$ cat config.mk
export PLATFORM = sky130hd
export DESIGN_NAME = analog_comparator_control
export DESIGN_NICKNAME = d
export VERILOG_FILES = /design/src/design/cmp_pkg.sv /design/src/design/analog_comparator_control.sv
export SDC_FILE = /design/constraint.sdc
export NUM_CORES = 1
export LEC_CHECK = 0
export BUFFER_PORTS_ARGS = -buffer_cell sky130_fd_sc_hd__buf_2
export CAP_MARGIN = 20
export CORE_UTILIZATION = 53
export DETAILED_ROUTE_END_ITERATION = 6
export PLACE_DENSITY_LB_ADDON = 0.15
export SLEW_MARGIN = 40
export SYNTH_ARGS = -nofsm -noshare
export SYNTH_HDL_FRONTEND = slang
export SYNTH_SLANG_ARGS = --single-unit
$ cat constraint.sdc
create_clock -name clock -period 4.7 [get_ports clock]
set_input_delay 0.705 -clock clock [delete_from_list [all_inputs] [get_ports clock]]
set_output_delay 0.705 -clock clock [all_outputs]
set_load 0.03 [all_outputs]
$ cat src/design/cmp_pkg.sv
// Constants and carrier types for the analog comparator control block.
// Assumes one 200 MHz clock and a plain strobe register port with 8-bit data.
package cmp_pkg;

  // Register offsets
  localparam logic [7:0] ctrl_addr = 8'h9C;
  localparam logic [7:0] cfg_addr = 8'h9D;
  localparam logic [7:0] irq_status_addr = 8'hA0;
  localparam logic [7:0] irq_mask_addr = 8'hA1;

  // Control register field positions
  localparam int on_bit = 7;
  localparam int result_bit = 6;
  localparam int pos_lsb = 3;
  localparam int neg_lsb = 0;

  // Config register field positions
  localparam int debounce_lsb = 2;
  localparam int edge_lsb = 0;

  // Interrupt status and mask bit positions
  localparam int irq_event_bit = 0;
  localparam int irq_wake_bit = 1;

  // Reset values
  localparam logic [7:0] ctrl_reset = 8'h40;
  localparam logic [3:0] cfg_reset = 4'h0;
  localparam logic [1:0] irq_mask_reset = 2'h0;

  // Positive source codes
  localparam logic [1:0] pos_quarter = 2'h0;
  localparam logic [1:0] pos_half = 2'h1;
  localparam logic [1:0] pos_three_quarter = 2'h2;
  localparam logic [1:0] pos_external = 2'h3;

  // De-bounce codes and filter lengths in CPU clocks
  localparam logic [1:0] debounce_bypass = 2'h3;
  localparam logic [1:0] filter_len_00 = 2'h1;

  // Edge select codes
  localparam logic [1:0] edge_rising = 2'h1;
  localparam logic [1:0] edge_falling = 2'h2;
  localparam logic [1:0] edge_both = 2'h3;

  // Register bus request
  typedef struct packed {
    logic [7:0] addr;
    logic [7:0] wdata;
    logic wr;
    logic rd;
  } reg_req_s;

  // Analog front-end steering
  typedef struct packed {
    logic [7:0] pin_input_force;
    logic [7:0] pin_analog_route;
    logic [2:0] neg_channel;
    logic pos_from_pin;
    logic ref_gen_on;
    logic [1:0] ref_level;
    logic comparator_power;
  } analog_ctrl_s;

endpackage

$ cat src/design/analog_comparator_control.sv
// Control, filter, event and interrupt logic around one analog comparator.
// Holds the two comparator registers plus a status and a mask register.
// Steering for the analog front end and pin directions leaves on flops.
// Green mode comes from the same clock domain and needs no synchroniser.
// Assumes the raw comparator output arrives asynchronously and the register
// master follows the one-cycle strobe protocol of the system bus.
`timescale 1ns/1ps
`default_nettype none

module analog_comparator_control (
  // Clock and reset
  input wire logic clock,
  input wire logic rst_b,
  // Register port
  input wire logic [7:0] reg_addr,
  input wire logic [7:0] reg_wdata,
  input wire logic reg_wr,
  input wire logic reg_rd,
  output logic [7:0] reg_rdata,
  // Analog side
  input wire logic comparator_raw,
  input wire logic [7:0] gpio_dir_out,
  output logic [7:0] pin_dir_out,
  output cmp_pkg::analog_ctrl_s analog_ctrl,
  // Power mode and system events
  input wire logic green_mode,
  output logic wake_request,
  output logic irq
);

  //////////////////////////////////////////////////////////////////////////////
  // Declarations
  // Registers end in _reg; combinational helpers carry no suffix

  cmp_pkg::reg_req_s req; // Bundled bus request
  logic ctrl_write; // Control register written this cycle
  logic cfg_write; // Config register written this cycle
  logic mask_write; // Mask register written this cycle
  logic status_write; // Status register written this cycle
  logic [1:0] status_clear; // Status bits software clears
  // Register fields
  logic comparator_on_reg; // Comparator enable
  logic [1:0] positive_source_select_reg; // Positive source code
  logic [2:0] negative_channel_select_reg; // Negative pin code
  logic [1:0] debounce_select_reg; // Filter length code
  logic [1:0] event_edge_select_reg; // Edge code
  // Interrupt state
  logic [1:0] irq_status_reg; // Sticky event and wake bits
  logic [1:0] irq_mask_reg; // Interrupt enables
  // Comparator path and filter
  logic [2:0] sync_reg; // Three-stage input synchroniser
  logic sync_level; // Agreed synchronised level
  logic [1:0] run_count_reg; // Cycles the new level has held
  logic filtered_reg; // De-bounced comparator output
  logic filtered_prev_reg; // Last filtered value for edges
  logic [1:0] filter_len; // Clocks a level must hold
  logic filtered_next; // Next filter output
  // Result and events
  logic result_flag; // Value shown in the result bit
  logic rise; // Filtered rising edge
  logic fall; // Filtered falling edge
  logic event_hit; // Selected edge seen
  // Steering outputs
  logic [7:0] neg_onehot; // Pin chosen as negative input
  logic [7:0] force_in; // Pins forced to input
  cmp_pkg::analog_ctrl_s analog_next; // Next steering word

  // Bundle the strobe port so every decoder reads one carrier
  assign req = '{addr: reg_addr, wdata: reg_wdata, wr: reg_wr, rd: reg_rd};

  // Address decode: one write strobe per register, exact match only
  assign ctrl_write = req.wr && req.addr == cmp_pkg::ctrl_addr;
  assign cfg_write = req.wr && req.addr == cmp_pkg::cfg_addr;
  assign mask_write = req.wr && req.addr == cmp_pkg::irq_mask_addr;
  assign status_write = req.wr && req.addr == cmp_pkg::irq_status_addr;
  // Write one to clear; zeros leave a status bit alone
  assign status_clear = status_write ? req.wdata[1:0] : 2'h0;

  //////////////////////////////////////////////////////////////////////////////
  // Control register writes
  // Every write lands on the edge that samples its strobe; the bus never waits

  // Enable and input selection fields
  // Bits 6 and 5 of the write data are dropped: result is read-only
  always_ff @(posedge clock) begin
    if (!rst_b) begin
      comparator_on_reg <= cmp_pkg::ctrl_reset[cmp_pkg::on_bit];
      positive_source_select_reg <= cmp_pkg::ctrl_reset[cmp_pkg::pos_lsb +: 2];
      negative_channel_select_reg <= cmp_pkg::ctrl_reset[cmp_pkg::neg_lsb +: 3];
    end else if (ctrl_write) begin
      // Result bit is ignored on write
      comparator_on_reg <= req.wdata[cmp_pkg::on_bit];
      positive_source_select_reg <= req.wdata[cmp_pkg::pos_lsb +: 2];
      negative_channel_select_reg <= req.wdata[cmp_pkg::neg_lsb +: 3];
    end
  end

  // Filter and edge configuration
  // Reserved edge code 00 is kept as written and simply raises no event
  always_ff @(posedge clock) begin
    if (!rst_b) begin
      debounce_select_reg <= cmp_pkg::cfg_reset[cmp_pkg::debounce_lsb +: 2];
      event_edge_select_reg <= cmp_pkg::cfg_reset[cmp_pkg::edge_lsb +: 2];
    end else if (cfg_write) begin
      debounce_select_reg <= req.wdata[cmp_pkg::debounce_lsb +: 2];
      event_edge_select_reg <= req.wdata[cmp_pkg::edge_lsb +: 2];
    end
  end

  // Interrupt mask, same layout as the status register
  // A set mask bit lets its status bit drive irq
  always_ff @(posedge clock) begin
    if (!rst_b) begin
      irq_mask_reg <= cmp_pkg::irq_mask_reset;
    end else if (mask_write) begin
      irq_mask_reg <= req.wdata[1:0];
    end
  end

  //////////////////////////////////////////////////////////////////////////////
  // Input synchroniser and de-bounce filter
  // The raw comparator output is asynchronous to the clock

  // Three flops; a change counts once the last two agree
  // Only the second stage reads the first, so a metastable first stage
  // never reaches the filter directly
  always_ff @(posedge clock) begin
    if (!rst_b) begin
      sync_reg <= 3'h7;
    end else begin
      sync_reg <= {sync_reg[1:0], comparator_raw};
    end
  end

  // While the stages disagree the filter sees its own output: no change
  assign sync_level = (sync_reg[1] == sync_reg[2]) ? sync_reg[2] : filtered_reg;

  // Filter length from the de-bounce code: 00 one, 01 two, 10 three
  always_comb begin
    // Code 11 wraps to zero here, but the bypass branch never reads it
    filter_len = debounce_select_reg + cmp_pkg::filter_len_00;
  end

  // Next output: bypass follows at once, else after the level holds
  // A new level must hold for filter_len clocks before it passes, so
  // code 00 adds one clock over the bypass path
  always_comb begin
    if (debounce_select_reg == cmp_pkg::debounce_bypass) begin
      filtered_next = sync_level;
    end else if (sync_level != filtered_reg && run_count_reg >= filter_len) begin
      filtered_next = sync_level;
    end else begin
      filtered_next = filtered_reg;
    end
  end

  // Hold counter for a differing level
  // Zero on the first differing cycle; it saturates so a long run
  // cannot wrap back below the threshold
  always_ff @(posedge clock) begin
    if (!rst_b) begin
      run_count_reg <= 2'h0;
    end else if (sync_level == filtered_next) begin
      run_count_reg <= 2'h0;
    end else if (run_count_reg != 2'h3) begin
      run_count_reg <= run_count_reg + 2'h1;
    end
  end

  // Filtered output; forced high while off so enabling starts from one
  // Forcing both stages high keeps a disabled comparator free of edges
  always_ff @(posedge clock) begin
    if (!rst_b) begin
      filtered_reg <= 1'b1;
      filtered_prev_reg <= 1'b1;
    end else if (!comparator_on_reg) begin
      // Disabled: hold the idle level
      filtered_reg <= 1'b1;
      filtered_prev_reg <= 1'b1;
    end else begin
      filtered_reg <= filtered_next;
      filtered_prev_reg <= filtered_reg;
    end
  end

  //////////////////////////////////////////////////////////////////////////////
  // Result, edges and events
  // Events come from the filtered output only, never from the raw one

  // Result reads one while disabled, else the filtered compare
  // The flag follows the filter, so it never shows a rejected glitch
  assign result_flag = comparator_on_reg ? filtered_reg : 1'b1;

  // Edges on the filtered output only
  assign rise = filtered_reg && !filtered_prev_reg;
  assign fall = !filtered_reg && filtered_prev_reg;

  // Selected edge; reserved code raises nothing
  // Both edges fire on any change of the filtered output
  always_comb begin
    unique case (event_edge_select_reg)
      cmp_pkg::edge_rising: event_hit = rise;
      cmp_pkg::edge_falling: event_hit = fall;
      cmp_pkg::edge_both: event_hit = rise || fall;
      default: event_hit = 1'b0;
    endcase
  end

  // Sticky status, write one to clear; a new event wins over the clear
  // so an edge in the clearing cycle is never lost
  always_ff @(posedge clock) begin
    if (!rst_b) begin
      irq_status_reg <= 2'h0;
    end else begin
      // Event bit follows the selected edge
      if (event_hit) begin
        irq_status_reg[cmp_pkg::irq_event_bit] <= 1'b1;
      end else if (status_clear[cmp_pkg::irq_event_bit]) begin
        irq_status_reg[cmp_pkg::irq_event_bit] <= 1'b0;
      end
      // Wake bit records any filtered change in green mode
      if (green_mode && (rise || fall)) begin
        irq_status_reg[cmp_pkg::irq_wake_bit] <= 1'b1;
      end else if (status_clear[cmp_pkg::irq_wake_bit]) begin
        irq_status_reg[cmp_pkg::irq_wake_bit] <= 1'b0;
      end
    end
  end

  // Interrupt level from unmasked status
  // Registered, so it trails the status bits by one clock
  // Mask bits gate the status bits one for one
  always_ff @(posedge clock) begin
    if (!rst_b) begin
      irq <= 1'b0;
    end else begin
      irq <= |(irq_status_reg & irq_mask_reg);
    end
  end

  // Green-mode wake on any filtered change
  // One pulse per change; power-down has no wake path in this block
  // Wake needs no mask; it is a system event, not an interrupt
  always_ff @(posedge clock) begin
    if (!rst_b) begin
      wake_request <= 1'b0;
    end else begin
      wake_request <= green_mode && (rise || fall);
    end
  end

  //////////////////////////////////////////////////////////////////////////////
  // Pin steering
  // Only an enabled comparator takes pins away from GPIO control

  // One-hot of the negative channel
  assign neg_onehot = 8'h01 << negative_channel_select_reg;

  // Pins forced to input: negative pin, plus pin zero for external positive
  // A pin used as an analog input must never be driven by its GPIO side
  always_comb begin
    force_in = 8'h00;
    if (comparator_on_reg) begin
      force_in = neg_onehot;
      if (positive_source_select_reg == cmp_pkg::pos_external) begin
        force_in[0] = 1'b1;
      end
    end
  end

  // Analog steering word
  // Reference level is passed even when the pin source is chosen
  always_comb begin
    analog_next.pin_input_force = force_in;
    analog_next.pin_analog_route = force_in;
    analog_next.neg_channel = negative_channel_select_reg;
    analog_next.pos_from_pin = comparator_on_reg &&
                               positive_source_select_reg == cmp_pkg::pos_external;
    analog_next.ref_gen_on = comparator_on_reg &&
                             positive_source_select_reg != cmp_pkg::pos_external;
    analog_next.ref_level = positive_source_select_reg;
    analog_next.comparator_power = comparator_on_reg;
  end

  // Registered steering and directions; released pins take GPIO direction back
  // Directions follow gpio_dir_out again on the edge after a pin is released
  // Reset leaves every pin as input until the first clock after reset
  always_ff @(posedge clock) begin
    if (!rst_b) begin
      analog_ctrl <= '0;
      pin_dir_out <= 8'h00;
    end else begin
      analog_ctrl <= analog_next;
      pin_dir_out <= gpio_dir_out & ~force_in;
    end
  end

  //////////////////////////////////////////////////////////////////////////////
  // Register read port
  // Fixed layout; unused bits read zero

  // Read data one cycle after the strobe; unmapped reads zero
  // Reads have no side effects; status bits clear only by writing ones
  // Data drop back to zero after one cycle so stale values never linger
  // Control reads show the live enable and result bits
  always_ff @(posedge clock) begin
    if (!rst_b) begin
      reg_rdata <= 8'h00;
    end else if (req.rd) begin
      unique case (req.addr)
        cmp_pkg::ctrl_addr: reg_rdata <= {comparator_on_reg, result_flag, 1'b0,
                                          positive_source_select_reg, negative_channel_select_reg};
        cmp_pkg::cfg_addr: reg_rdata <= {4'h0, debounce_select_reg, event_edge_select_reg};
        cmp_pkg::irq_status_addr: reg_rdata <= {6'h00, irq_status_reg};
        cmp_pkg::irq_mask_addr: reg_rdata <= {6'h00, irq_mask_reg};
        default: reg_rdata <= 8'h00;
      endcase
    end else begin
      reg_rdata <= 8'h00;
    end
  end

endmodule

`default_nettype wire

; ---- After elaboration in Yosys (flattened, before gate mapping)
; Index checks and enable logic that the tools add are counted.
[totals]
register_bits = 55
latchBits = 0
ramBits = 0
rom_bits = 0
output_inout_bits = 42
wordCells = 76
n_memories = 0
[classes]
addsub = 2
multipliers = 0
n_div = 0
magnitude_cmp = 1
eq_ne = 14
shift = 1
mux = 13
bitwise_logic = 4
reduce_logical = 19
[op_table]
columns = operator, count
row1 = equality test 8 bit (second input constant), 4
row2 = one-hot mux 8 bit (4 select lines), 1
row3 = logical AND 1 bit, 10
row4 = two-way mux 1 bit, 9
row5 = bitwise AND 8 bit, 1
row6 = equality test 2 bit (second input constant), 4
row7 = two-way mux 8 bit, 1
row8 = NOT 8 bit, 1
row9 = left shift 1 x 3 -> 8 bit (first input constant), 1
row10 = adder 2 x 1 -> 2 bit (second input constant), 2
row11 = != test 2 bit (second input constant), 2
row12 = AND reduction 2 bit, 2
row13 = nonzero test 2 bit, 2
row14 = OR reduction 2 bit, 2
row15 = one-hot mux 1 bit (3 select lines), 1
row16 = bitwise AND 2 bit, 1
row17 = equality test 1 bit, 2
row18 = equality test 2 x 1 -> 1 bit (second input constant), 1
row19 = greater-or-equal comparator 2 bit, 1
row20 = logical NOT 1 bit, 2
row21 = two-way mux 2 bit, 1
row22 = logical OR 1 bit, 1
row23 = != test 1 bit, 1
row24 = NOT 1 bit, 1

; ---- Depth between registers and ports, before layout
[depth]
ltp_word = 8
ltp_mapped = 6
mapped_depth_nobuf = 6

; ---- Worst setup path before layout
; Ideal clock, no wire load.
[synth_timing]
path_kind = input-to-reg
from = in reg_addr[1]
to = reg negative_channel_select_reg[0]
arrival_time_ps = 1849
required_time_ps = 4628
path_slack_ps = 2780
path_stages = 6
n_path_buf = 2
cell_sequence = or3b_4 -> or2_1 -> buf_6 -> nor2b_4 -> buf_6 -> mux2i_1
[synth_between]
elab_chain_len = 2
[synth_lines]
columns = element, line_no
row1 = start: declaration, analog_comparator_control.sv:15  ; input wire logic [7:0] reg_addr,
row2 = equality test 8 bit, analog_comparator_control.sv:72  ; assign ctrl_write = req.wr && req.addr == cmp_pkg::ctrl_addr;
row3 = logical AND 1 bit, analog_comparator_control.sv:72
row4 = end signal: assignment, analog_comparator_control.sv:89  ; negative_channel_select_reg <= cmp_pkg::ctrl_reset[cmp_pkg::neg_lsb +: 3];
row5 = end signal: assignment, analog_comparator_control.sv:94  ; negative_channel_select_reg <= req.wdata[cmp_pkg::neg_lsb +: 3];
row6 = end: declaration, analog_comparator_control.sv:44  ; logic [2:0] negative_channel_select_reg;
; No other way between the ends.
; A chain may end at the register's enable or synchronous reset.

; ---- Final worst setup path
[layout_timing]
from = in reg_addr[1]
to = reg negative_channel_select_reg[1]
; Same word-level chain as after synthesis.

==> summary.md <==
| Metric | Value |
|---|---|
| Global-route wire length before repair | ~6500 um |
| Core Region | 3720 um^2 |
| Finished Core Util | 0.677 |
| Post-synthesis register bit count | between 50 and 60 |
| Startpoint class of the critical path | input port |
| Hold_sp | sync_reg[0]$_SDFF_PN1_ |
| Placer Congestion | about 0.76 |
| Die Wd | around 65 um |
| Gr ovfl total | 0 |
| Reg with most FFs | analog_ctrl |
| Worst-case clock buffer depth | 2 |
| Nets@finish | around 310 |
| Hold Buf Count CTS | 0 |
| Ys async rst share | 0 |
| Setup crit end kind | flip-flop |
| Tmin final | approximately 1.8 ns |
| FF-to-FF setup slack | a little over 3 ns |
| Number of setup buffers added after CTS | 0 |
| Clock Skew | approximately 0.0077 ns |
| Outcome | finished, final reports clean |
| CP arrival | 2.06 ns |
| Rel. slew slack | 0.523 |
| Cts bufs inserted | 5 |
| Setup TNS | 0 ns |
| Share of post-route cells with drive strength above 1 | 0.303 |
| CTS tree | built |
| Final HPWL DP | around 2900 um |
| Static Leakage | roughly 1.2 nW |
| Maxcap violations | 0 |
| Yosys cell types | 44 |
| FP Rows | 22 |
| Ys flop type | dfxtp_1 |
| Starting Density | 0.565 |
| Post-CTS sizing | 0 |
| Vias/cell | 4.99 |
| 1st-pass router iterations | 4 |
| Avg WL per Cell | around 12 um |
| DRT iter0 DRCs | 56 |
| Root Buffer | clkbuf_8 |
| Yosys warns | 0 |
| Final period util | 0.388 |
| Clock sinks | 54 |
| Syn_nets | between 200 and 300 |
| Vias in the first global route | 1454 |
| Final Max Tran Viols | 0 |
| Setup-failing EPs final | 0 |
| H-tree level count | 2 |
| Die height | between 60 and 70 um |
| Cells on worst reg2reg path | 6 |
| Commonest non-fill, non-tap cell in the layout | buf_2 |
| RSZ-0062 raised after global routing | no |
| Required @ worst endpoint | between 4 and 5 ns |
| Top Ports | 72 |
| Most frequent cells in the layout | buf_2, dfxtp_1, nand2_1 |
| Top Registers | analog_ctrl: 16 flops, pin_dir_out: 8 flops, reg_rdata: 7 flops |
| Kind of critical path | input port to flip-flop |
| Hold EP | sync_reg[1]$_SDFF_PN1_ |
| CTS clk-pin slew, worst paths | ~0.090 ns |
| Post-Syn Area per Cell | 9.76 um^2 |
| Worst r2r src | debounce_select_reg[0]$_SDFFE_PN0P_ |
| R2R Path End | filtered_reg$_SDFF_PN1_ |
| Layout fillers | 320 |
| Final wirelength | between 3000 and 4000 um |
| Port bufs | approximately 70 |
| Post-synth EDFFs | 0 |
| Sequential area share after synthesis | 0.515 |
| Peak VDD IR | roughly 0.24 mV |
| HP Class | flip-flop to flip-flop |
| Total GRT Usage | 0.205 |
| Hold depth | 1 |
| DRC violations left | 0 |
| Vias | roughly 1600 |
| Largest net degree at the start of global routing | between 40 and 50 |
| Final Total Pwr | roughly 0.00088 W |
| Area delta synth->final | 19.9% |
| N_diodes | 0 |
| Pwr dens | 348 nW/um^2 |
| Max reg flops | 16 |
| Clock latency on the worst-skew pair | approximately 0.31 ns |
| Max Freq | roughly 550 MHz |
| Post-route ant nets | 0 |
| Worst-margin pin slew | 0.715 ns |
| Syn Inst Count | between 200 and 250 |
| Initial antenna violation count | 0 |
| Final hold vios | 0 |
| Critical path peak fanout | 6 |
| Synth Cell Area | about 2100 um^2 |
| Die ar. | 4210 um^2 |
## synth_stat cells (3+ instances only)
| cell | number | area, um^2 |
|---|---|---|
| nor3_1 | 6 | 30.0 |
| and3_1 | 3 | 18.8 |
| clkbuf_1 | 6 | 22.5 |
| mux2i_1 | 16 | 160 |
| nor2_1 | 5 | 18.8 |
| and2_1 | 6 | 37.5 |
| ha_1 | 6 | 75.1 |
| nor2b_1 | 5 | 31.3 |
| a31oi_1 | 4 | 25.0 |
| nand2_1 | 36 | 135 |
| inv_1 | 12 | 45.0 |
| nand2b_1 | 4 | 25.0 |
| buf_4 | 9 | 67.6 |
| nand3_1 | 3 | 15.0 |
| a21oi_1 | 5 | 25.0 |
| dfxtp_1 | 54 | 1080 |
| o21ai_0 | 4 | 20.0 |
## per-layer routing
metal	vias up	part of all wire	track usage
li1	822	-	-
met1	721	0.49	0.266
met2	41	0.45	0.316
met3	7	0.043	0.0475
met4	0	0.019	0.103
met5	-	0	0
## layout make-up
type | count | area, um^2 | area share
Inverter | 12 | 45.0 | 0.0179
Clock buffer | 6 | 82.6 | 0.0328
Tap cell | 48 | 60.1 | 0.0239
Sequential cell | 54 | 1080 | 0.430
Timing Repair Buffer | 68 | 340 | 0.135
Multi-Input combinational cell | 129 | 846 | 0.336
Clock inverter | 2 | 60.1 | 0.0239
## through the flow
step	instance area, um^2	hold slack (ns)	worst slack (ns)	instances
finish	2510	0.414	2.87	319
global placement	2370	0.394	2.56	311
detailed placement	2370	0.399	2.55	311
floorplan	2100	0.386	2.78	215
CTS	2510	0.420	2.85	319
global route	2510	0.443	2.77	319
## critical path, stage by stage
cell and delay (ns):
buf_2 0.09, or3b_4 0.40, or2_1 0.37, nor2b_4 0.29
mux2i_1 0.21
## where the power goes
part           switching, W  leakage [nW]  internal (W)
Combinational     0.0000261         0.720     0.0000171
Clock              0.000143        0.0714      0.000227
Sequential       0.00000177         0.438      0.000462
## worst max-delay path by stage
stage	start	end	slack, ns	cells after the start
6_report	reg_addr[1]	negative_channel_select_reg[1]$_SDFFE_PN0P_	2.87	5
5_1_grt	reg_addr[1]	negative_channel_select_reg[2]$_SDFFE_PN0P_	2.77	5
4_1_cts	reg_addr[1]	negative_channel_select_reg[1]$_SDFFE_PN0P_	2.85	5
3_5_place_dp	reg_addr[1]	negative_channel_select_reg[0]$_SDFFE_PN0P_	2.55	5
3_3_place_gp	reg_addr[1]	negative_channel_select_reg[0]$_SDFFE_PN0P_	2.56	5
2_1_floorplan	reg_addr[1]	negative_channel_select_reg[0]$_SDFFE_PN0P_	2.78	6
## cells by family after synthesis
logic type,after synthesis,share of synthesized area
XOR/XNOR,1,0.00417
buffers and inverters,32,0.0817
multiplexers,17,0.0817
AO/OA/AOI/OAI,25,0.0817
AND/OR/NAND/NOR,79,0.198
other,1,0.00179
flip-flops,54,0.515
adder cells (fa/ha/maj),6,0.0358
(Power assumes the default switching activity.)
